===== src/hdl/timer_pkg.sv =====
// shared constants and types of the reload down-timer channel
// assumes one machine clock and an AHB-Lite master with 32-bit words
package timer_pkg;

    // ------------------------------------------------------------
    // register byte addresses, one aligned word each
    // ------------------------------------------------------------
    localparam logic [31:0] OFFSET_CONTROL = 32'h0000_0000;
    localparam logic [31:0] OFFSET_COUNT_HIGH = 32'h0000_0004;
    localparam logic [31:0] OFFSET_COUNT_LOW = 32'h0000_0008;
    localparam logic [31:0] OFFSET_COUNT_WORD = 32'h0000_000C;

    // ------------------------------------------------------------
    // control byte field positions
    // ------------------------------------------------------------
    localparam int BIT_RESERVED = 7;
    localparam int BIT_OUTPUT_ENABLE = 6;
    localparam int BIT_OUTPUT_LEVEL = 5;
    localparam int BIT_RELOAD_SELECT = 4;
    localparam int BIT_IRQ_ENABLE = 3;
    localparam int BIT_UNDERFLOW = 2;
    localparam int BIT_COUNT_ENABLE = 1;
    localparam int BIT_TRIGGER = 0;

    // ------------------------------------------------------------
    // values after reset and fixed values
    // ------------------------------------------------------------
    localparam logic [7:0] CONTROL_RESET = 8'h00;
    localparam logic [15:0] COUNT_RESET = 16'h0000;
    localparam logic [15:0] RELOAD_RESET = 16'h0000;
    localparam logic [15:0] COUNT_ALL_ONES = 16'hFFFF;
    localparam logic [15:0] COUNT_ZERO = 16'h0000;

    // count clock is one event every this many hclk cycles
    localparam int COUNT_DIV_DEFAULT = 1;

    // ------------------------------------------------------------
    // bus encodings
    // ------------------------------------------------------------
    localparam logic [1:0] HTRANS_IDLE = 2'h0;
    localparam logic [1:0] HTRANS_NONSEQ = 2'h2;
    localparam logic HRESP_OKAY = 1'h0;

    typedef enum logic [1:0] {
        RUN_IDLE = 2'b00,
        RUN_ARMED = 2'b01,
        RUN_COUNTING = 2'b10
    } run_state_e;

endpackage


===== src/hdl/count_link_if.sv =====
// carrier between the register/control logic and the counter core
// assumes both ends sit on hclk
interface count_link_if;
    logic load;
    logic run;
    logic reload_mode;
    logic [15:0] reload_value;
    logic [15:0] count;
    logic tick;
    logic underflow;

    modport ctrl (
        output load,
        output run,
        output reload_mode,
        output reload_value,
        input count,
        input tick,
        input underflow
    );

    modport core (
        input load,
        input run,
        input reload_mode,
        input reload_value,
        output count,
        output tick,
        output underflow
    );
endinterface


===== src/hdl/down_counter_core.sv =====
// 16-bit down-counter with count clock divider
// assumes load, run and reload inputs come from logic on hclk
module down_counter_core
    import timer_pkg::*;
#(
    parameter int COUNT_DIV = COUNT_DIV_DEFAULT
) (
    input wire logic hclk,
    input wire logic hresetn,
    count_link_if.core link
);

    localparam int DIV_W = (COUNT_DIV > 1) ? $clog2(COUNT_DIV) : 1;
    localparam logic [DIV_W-1:0] DIV_LAST = DIV_W'(COUNT_DIV - 1);

    if (COUNT_DIV < 1) begin : g_bad_div
        $error("COUNT_DIV must be at least 1");
    end

    typedef struct packed {
        logic [DIV_W-1:0] div;
        logic [15:0] count;
    } core_s;

    core_s state;
    core_s next_state;
    logic tick;
    logic at_zero;

    // ------------------------------------------------------------
    // count clock and counting
    // ------------------------------------------------------------
    // the divider runs free, so the first event after a start comes
    // anywhere within one count clock period
    assign tick = (state.div == DIV_LAST);
    assign at_zero = (state.count == COUNT_ZERO);

    always_comb begin
        next_state = state;
        next_state.div = tick ? '0 : DIV_W'(state.div + 1'b1);
        if (link.load) begin
            next_state.count = link.reload_value;
        end else if (link.run && tick) begin
            if (at_zero) begin
                next_state.count = link.reload_mode ? link.reload_value : COUNT_ALL_ONES;
            end else begin
                next_state.count = state.count - 16'h0001;
            end
        end
    end

    always_ff @(posedge hclk or negedge hresetn) begin
        if (!hresetn) begin
            state <= '{div: '0, count: COUNT_RESET};
        end else begin
            state <= next_state;
        end
    end

    assign link.count = state.count;
    assign link.tick = tick;
    assign link.underflow = link.run && tick && at_zero && !link.load;

endmodule // down_counter_core


===== src/hdl/reload_down_timer_control.sv =====
// one channel of a 16-bit reload down-timer behind an AHB-Lite slave
// assumes a single master, single word transfers, and that the port logic
// drives gpio_port_value on hclk
//
// Overview of operation
// - output enable selects timer waveform or port
// - one-shot: pulse while counting, level selects polarity
// - reload: start at level, invert each underflow
// - reload select 0: stop after underflow
// - reload select 1: reload and continue counting
// - interrupt enable gates underflow request
// - underflow sets flag; write 0 clears
// - locked read returns underflow flag as 1
// - count enable 0 halts counting
// - count enable 1 waits for start trigger
// - trigger honoured only with count enable
// - trigger loads reload, counting at next tick
// - enable and trigger together start at once
// - trigger reads 1 only while start pending
// - bit 7 reads 0, writes ignored
// - counter readable anytime through byte registers
// - high byte read captures low byte
// - writes to readout address update reload
// - every start loads reload before counting
// - request when flag and enable both set
// - one-shot underflow leaves counter all ones
// - reload high byte waits for low write
//
// Added by the designer: the register offsets and the AHB-Lite register port.
module reload_down_timer_control
    import timer_pkg::*;
#(
    parameter int COUNT_DIV = COUNT_DIV_DEFAULT
) (
    input wire logic hclk,
    input wire logic hresetn,
    input wire logic hsel,
    input wire logic [31:0] haddr,
    input wire logic [1:0] htrans,
    input wire logic hwrite,
    input wire logic [2:0] hsize,
    input wire logic hmastlock,
    input wire logic hready,
    input wire logic [31:0] hwdata,
    output logic [31:0] hrdata,
    output logic hreadyout,
    output logic hresp,
    input wire logic gpio_port_value,
    output logic timer_output_pin,
    output logic timer_pin_output_enable,
    output logic underflow_irq
);

    // ------------------------------------------------------------
    // state
    // ------------------------------------------------------------
    typedef struct packed {
        logic output_enable;
        logic output_level;
        logic reload_select;
        logic irq_enable;
        logic underflow_flag;
        logic count_enable;
        run_state_e run;
        logic toggle_level;
        logic [7:0] reload_value_high;
        logic [15:0] reload;
        logic [7:0] low_capture;
        logic wr_pending;
        logic [31:0] wr_addr;
        logic [31:0] rdata;
        logic ready;
        logic pin;
        logic pin_enable;
        logic irq;
    } ctl_s;

    ctl_s state;
    ctl_s next_state;

    count_link_if link ();

    down_counter_core #(
        .COUNT_DIV(COUNT_DIV)
    ) u_core (
        .hclk(hclk),
        .hresetn(hresetn),
        .link(link)
    );

    // ------------------------------------------------------------
    // bus decode
    // ------------------------------------------------------------
    logic addr_phase;
    logic word_size;
    logic ctrl_write;
    logic write_count_enable;
    logic start;
    logic [7:0] control_read;
    logic [31:0] read_mux;
    logic waveform;

    assign addr_phase = hsel && hready && (htrans == HTRANS_NONSEQ);
    // only whole-word writes land; narrower writes are answered but ignored, reads of any size are served
    assign word_size = (hsize == 3'h2);
    assign ctrl_write = state.wr_pending && (state.wr_addr == OFFSET_CONTROL);

    // the new enable value counts for a trigger in the same write
    assign write_count_enable = ctrl_write ? hwdata[BIT_COUNT_ENABLE] : state.count_enable;
    assign start = ctrl_write && hwdata[BIT_TRIGGER] && write_count_enable;

    // ------------------------------------------------------------
    // counter core hookup
    // ------------------------------------------------------------
    assign link.load = start;
    assign link.run = (state.run != RUN_IDLE);
    assign link.reload_mode = state.reload_select;
    assign link.reload_value = state.reload;

    // ------------------------------------------------------------
    // read data
    // ------------------------------------------------------------
    always_comb begin
        control_read = CONTROL_RESET;
        control_read[BIT_RESERVED] = 1'b0;
        control_read[BIT_OUTPUT_ENABLE] = state.output_enable;
        control_read[BIT_OUTPUT_LEVEL] = state.output_level;
        control_read[BIT_RELOAD_SELECT] = state.reload_select;
        control_read[BIT_IRQ_ENABLE] = state.irq_enable;
        // a locked read is the read half of a read-modify-write
        control_read[BIT_UNDERFLOW] = state.underflow_flag || hmastlock;
        control_read[BIT_COUNT_ENABLE] = state.count_enable;
        control_read[BIT_TRIGGER] = (state.run == RUN_ARMED);
    end

    always_comb begin
        read_mux = 32'h0000_0000;
        if (haddr == OFFSET_CONTROL) begin
            read_mux = {24'h00_0000, control_read};
        end else if (haddr == OFFSET_COUNT_HIGH) begin
            read_mux = {24'h00_0000, link.count[15:8]};
        end else if (haddr == OFFSET_COUNT_LOW) begin
            read_mux = {24'h00_0000, state.low_capture};
        end else if (haddr == OFFSET_COUNT_WORD) begin
            read_mux = {16'h0000, link.count};
        end else begin
            read_mux = 32'h0000_0000;
        end
    end

    // ------------------------------------------------------------
    // next state
    // ------------------------------------------------------------
    always_comb begin
        next_state = state;
        next_state.ready = 1'b1;
        waveform = 1'b0;

        // address phase: latch writes, answer reads one edge later
        next_state.wr_pending = addr_phase && hwrite && word_size;
        next_state.wr_addr = haddr;
        if (addr_phase && !hwrite) begin
            next_state.rdata = read_mux;
            if (haddr == OFFSET_COUNT_HIGH) begin
                next_state.low_capture = link.count[7:0];
            end
        end

        // data phase: apply write data
        if (state.wr_pending) begin
            if (state.wr_addr == OFFSET_CONTROL) begin
                next_state.output_enable = hwdata[BIT_OUTPUT_ENABLE];
                next_state.output_level = hwdata[BIT_OUTPUT_LEVEL];
                next_state.reload_select = hwdata[BIT_RELOAD_SELECT];
                next_state.irq_enable = hwdata[BIT_IRQ_ENABLE];
                next_state.count_enable = hwdata[BIT_COUNT_ENABLE];
                if (!hwdata[BIT_UNDERFLOW]) begin
                    next_state.underflow_flag = 1'b0;
                end
            end else if (state.wr_addr == OFFSET_COUNT_HIGH) begin
                next_state.reload_value_high = hwdata[7:0];
            end else if (state.wr_addr == OFFSET_COUNT_LOW) begin
                next_state.reload = {state.reload_value_high, hwdata[7:0]};
            end else if (state.wr_addr == OFFSET_COUNT_WORD) begin
                next_state.reload = hwdata[15:0];
            end
        end

        // run sequencing
        case (state.run)
            RUN_IDLE: begin
                next_state.run = RUN_IDLE;
            end
            RUN_ARMED: begin
                if (link.tick) begin
                    next_state.run = RUN_COUNTING;
                end
            end
            RUN_COUNTING: begin
                next_state.run = RUN_COUNTING;
            end
            default: begin
                next_state.run = RUN_IDLE;
            end
        endcase

        if (link.underflow) begin
            // the hardware set wins over a clearing write in the same cycle
            next_state.underflow_flag = 1'b1;
            if (state.reload_select) begin
                next_state.toggle_level = !state.toggle_level;
            end else begin
                next_state.run = RUN_IDLE;
            end
        end

        if (start) begin
            next_state.run = RUN_ARMED;
            next_state.toggle_level = hwdata[BIT_OUTPUT_LEVEL];
        end
        if (!write_count_enable) begin
            next_state.run = RUN_IDLE;
        end

        // output pin and request, from the values being registered
        if (next_state.reload_select) begin
            waveform = next_state.toggle_level;
        end else begin
            waveform = (next_state.run == RUN_COUNTING) ^ next_state.output_level;
        end
        next_state.pin = next_state.output_enable ? waveform : gpio_port_value;
        next_state.pin_enable = next_state.output_enable;
        next_state.irq = next_state.underflow_flag && next_state.irq_enable;
    end

    // ------------------------------------------------------------
    // registers
    // ------------------------------------------------------------
    always_ff @(posedge hclk or negedge hresetn) begin
        if (!hresetn) begin
            state <= '{
                output_enable: CONTROL_RESET[BIT_OUTPUT_ENABLE],
                output_level: CONTROL_RESET[BIT_OUTPUT_LEVEL],
                reload_select: CONTROL_RESET[BIT_RELOAD_SELECT],
                irq_enable: CONTROL_RESET[BIT_IRQ_ENABLE],
                underflow_flag: CONTROL_RESET[BIT_UNDERFLOW],
                count_enable: CONTROL_RESET[BIT_COUNT_ENABLE],
                run: RUN_IDLE,
                toggle_level: 1'b0,
                reload_value_high: RELOAD_RESET[15:8],
                reload: RELOAD_RESET,
                low_capture: COUNT_RESET[7:0],
                wr_pending: 1'b0,
                wr_addr: 32'h0000_0000,
                rdata: 32'h0000_0000,
                ready: 1'b0,
                pin: 1'b0,
                pin_enable: 1'b0,
                irq: 1'b0
            };
        end else begin
            state <= next_state;
        end
    end

    // ------------------------------------------------------------
    // outputs
    // ------------------------------------------------------------
    // write and read back to back with no idle may read stale control bits
    assign hrdata = state.rdata;
    assign hreadyout = state.ready;
    assign hresp = HRESP_OKAY;
    assign timer_output_pin = state.pin;
    assign timer_pin_output_enable = state.pin_enable;
    assign underflow_irq = state.irq;

endmodule // reload_down_timer_control


===== config.mk =====
export PLATFORM = sky130hd
export DESIGN_NAME = reload_down_timer_control
export DESIGN_NICKNAME = d
export VERILOG_FILES = /design/src/hdl/timer_pkg.sv /design/src/hdl/count_link_if.sv /design/src/hdl/down_counter_core.sv /design/src/hdl/reload_down_timer_control.sv
export SDC_FILE = /design/constraint.sdc
export NUM_CORES = 1
export LEC_CHECK = 0
export BUFFER_PORTS_ARGS = -buffer_cell sky130_fd_sc_hd__buf_2
export CAP_MARGIN = 20
export CORE_MARGIN = 2
export CORE_UTILIZATION = 35
export DETAILED_ROUTE_END_ITERATION = 16
export SLEW_MARGIN = 30
export SYNTH_ARGS = -nofsm -noshare
export SYNTH_HDL_FRONTEND = slang
export SYNTH_SLANG_ARGS = --single-unit

===== constraint.sdc =====
create_clock -name hclk -period 4.4 [get_ports hclk]
set_input_delay 0 -clock hclk [delete_from_list [all_inputs] [get_ports hclk]]
set_output_delay 0 -clock hclk [all_outputs]
set_load 0.1 [all_outputs]

==> run summary <==
## Status
• finished, final reports clean — run status

## Critical path
• 4.66 ns — endpoint required time on the critical path
• nor4_1 -> nand2_1 -> nor4_4 -> nand3_4 -> nand2_2 -> o21ai_0 -> a22oi_1 — cell chain of the critical path
• state[62] — beginning of the worst register-to-register path
• 0 — worst path bufs/invs
• 1.60 ns — slack of the worst reg-to-reg path
• 0.76 ns — largest stage delay on the critical path
• simple AND/OR/NAND/NOR gates — cell family contributing the most delay on the critical path
• flop — kind of start point of the critical path
• flop — endpoint type of the worst setup path
• nor4_4 — slowest cell on the critical path
• 30 — Max Fanout on Critical Path
• 3.07 ns — data arrival at the endpoint of the critical path
• state[62] — Worst Setup SP
• flop to flop — worst setup path category

## Timing
• 0.811 ns — transition time at the pin with the least slew margin
• 45.5% — Slew Limit Headroom
• 0 — endpoints failing setup
• 0 ns — setup_tns
• false — setup repair after global routing missed its margin
• 0.0394 ns — WHS
• 0 — max-slew violation count
• 0.357 GHz — Peak Freq
• 2.80 ns — fin crit period
• 0.00921 ns — Fin Clk Skew
• 63.7% — post-route fraction of the period consumed by the critical path
• 0 — Final Hold Vio Count

## Floorplan
• 123 um — Die Ht
• 13,900 um2 — area of the core
• 123 um — chip width
• 35.9% — initial core utilization
• 43 — Row Count
• 113 — Top Ports
• 15,200 um2 — area of the die

## Placement
• 79 — count of buffers inserted at the top-level ports
• 8360 um — HPWL reported at the end of detailed placement
• 0.936 — GPL Wtd Cong
• 5380 um2 — dpl cell area

## CTS
• 2 — maximum root-to-sink buffer count
• clkbuf_16 — buffer cell driving the clock tree root
• 3 — maximum level of the CTS H-tree
• 0 — Gates resized, CTS repair
• 9 — Num CTS Buffers
• 109 — clock sink count
• 0.07 ns — clock-pin transition on the worst setup and hold timing paths
• 0.36 ns — insertion delay of the later-clocked pin in the worst-skew pair
• yes — clock tree from TritonCTS

## Global routing
• 19,400 um — first-pass GRT wire length
• 3,723 — number of global-route vias before repair
• 64 — maximum number of pins on one net before global-route repair
• 0 — global route overflow
• 0 — number of antenna violations at the first check in global routing
• 16.8% — total global-route track usage

## Synthesis
• dfrtp_1 — most area-hungry cell type in the Yosys netlist
• 49 — Yosys cell types
• dfrtp_1, mux2_2, buf_4 — Area contributors post-synth
• 54.7% — proportion of synthesized chip area in sequential cells
• 0 — warning count from the yosys run
• 109 — flops & latches, synth
• 441 — cell count after synthesis
• 54.7% — share of the synthesized area in the top cell type
• 11.3 um2 — mean instance size in the synthesized netlist
• 4990 um2 — Syn Std Cell Area

## Detailed routing
• 16.0 um — Routed WL per cell
• 0 — post-route antenna net violation count
• 4 — Initial DRT Pass Iterations
• 223 — number of violations reported at the end of detailed-routing iteration 0
• 5.09 — post-detailed-route via-to-cell ratio
• 3,743 — routed via count
• 11,800 um — final wirelength
• 0 — drt drc

## Cells and area
• 631 — Final nets
• 0 — diodes inserted
• 6190 um2 — final instance area
• 44.6% — final standard cell utilization of the core
• 24.0% — Synth-to-Final Area Change
• 26.6% — share of final-layout standard cells stronger than drive strength 1

## Flow run
• 0 — maxcap violations

## Pwr
• 326 nW/um2 — power density relative to cell area
• 272 uV — Worst IR Drop VDD
• 2.76 nW — total leakage power

## Min path
• input port to flop — type of the worst min-delay path
• hwdata[0] — min-delay src

through the flow:
stage                     setup slack [ns]  total power, mW  cells
final                                 1.60             2.02    736
after global routing                  1.36             2.10    736
after CTS                             1.29             2.04    736
after detailed placement              1.33             1.20    669
after global placement                1.37             1.20    669
after floorplan                       1.98             1.15    457
layer usage:
metal | vias up | track usage (%) | wire length, um
li1 | 1765 | - | -
met1 | 1858 | 22.9 | 5410
met2 | 102 | 25.4 | 5410
met3 | 18 | 3.74 | 566
met4 | 0 | 7.81 | 395
met5 | - | 0 | 0
synth_stat cells, drive strengths merged:
| cell type | count |
|---|---|
| a22oi | 3 |
| nor3 | 8 |
| conb | 2 |
| ha | 4 |
| nand3 | 11 |
| and2 | 2 |
| a21oi | 34 |
| o21ai | 25 |
| nor2 | 22 |
| inv | 14 |
| or4 | 2 |
| and3 | 2 |
| or2 | 4 |
| a31oi | 1 |
| mux2i | 10 |
| o211ai | 3 |
| o2111a | 1 |
| a311o | 1 |
| nand4b | 3 |
| nand4bb | 1 |
| nand3b | 2 |
| or2b | 1 |
| mux4 | 7 |
| clkbuf | 7 |
| mux2 | 28 |
| a21boi | 1 |
| xor2 | 1 |
| or3 | 3 |
| dfrtp | 109 |
| a22o | 8 |
| buf | 41 |
| nor4b | 1 |
| nand2 | 40 |
| o31ai | 4 |
| o31a | 1 |
| nor3b | 1 |
| nor2b | 1 |
| nor4 | 23 |
| nand4 | 9 |
state kept, by name, indices dropped and copies added, names as in the netlist:
register,cells
link.reload_value,16
hrdata,16
u_core.link.count,16
timer_output_pin,1
control_read,3
link.reload_mode,1
timer_pin_output_enable,1
hreadyout,1
state,53
underflow_irq,1
cells in the final DEF, fill, tap and decap left out, drive strengths merged, types with 7 or more instances in the layout:
| cell | count |
|---|---|
| clkbuf | 9 |
| nor3 | 8 |
| nor4 | 23 |
| nand3 | 11 |
| mux4 | 7 |
| inv | 20 |
| dlygate4sd3 | 51 |
| a22o | 8 |
| dfrtp | 109 |
| nand2 | 40 |
| nand4 | 9 |
| mux2 | 28 |
| mux2i | 10 |
| nor2 | 22 |
| a21oi | 34 |
| o21ai | 25 |
| buf | 80 |
| conb | 18 |
report_power, final:
part           switching (mW)  internal [mW]  leakage, nW
registers             0.00981           1.02         1.30
logic                   0.123         0.0619         1.32
clock network           0.403          0.402        0.147
total                   0.536           1.48         2.76
worst paths after layout:
kind	end	cells past startpoint
hold reg to reg	hrdata[6]	2
setup / recovery	u_core.link.count[9]	7
hold / removal	u_core.link.count[13]	3
min in group asynchronous	state[57]	2
setup reg to reg	u_core.link.count[9]	7
max in group asynchronous	u_core.link.count[8]	3
tightest hold or removal path, stage by stage:
cell and delay, ns:
buf_2 0.16, nand3_4 0.12, a21oi_1 0.07
layout make-up:
| type | instances | area [um2] |
|---|---|---|
| clock buffer | 9 | 225 |
| tap | 180 | 225 |
| timing repair buffer | 131 | 916 |
| sequential | 109 | 2730 |
| clock inverter | 7 | 65.1 |
| inverter | 14 | 52.6 |
| multi-input combinational | 286 | 1980 |
| fill | 1303 | 7690 |
logic make-up after synthesis:
family	synth area share, %
and+or+nand+nor	15.3
muxes	11.5
AOI/OAI and AO/OA	9.85
DFF	54.7
other	0.151
buffers and inverters	7.32
adders and majority gates	1.00
xor gates and xnor gates	0.176
repair_timing:
action,CTS,global route
hold buffers,51,0
hold endpoints to repair,121,0
setup buffers,0,0
(Power assumes the default switching activity.)
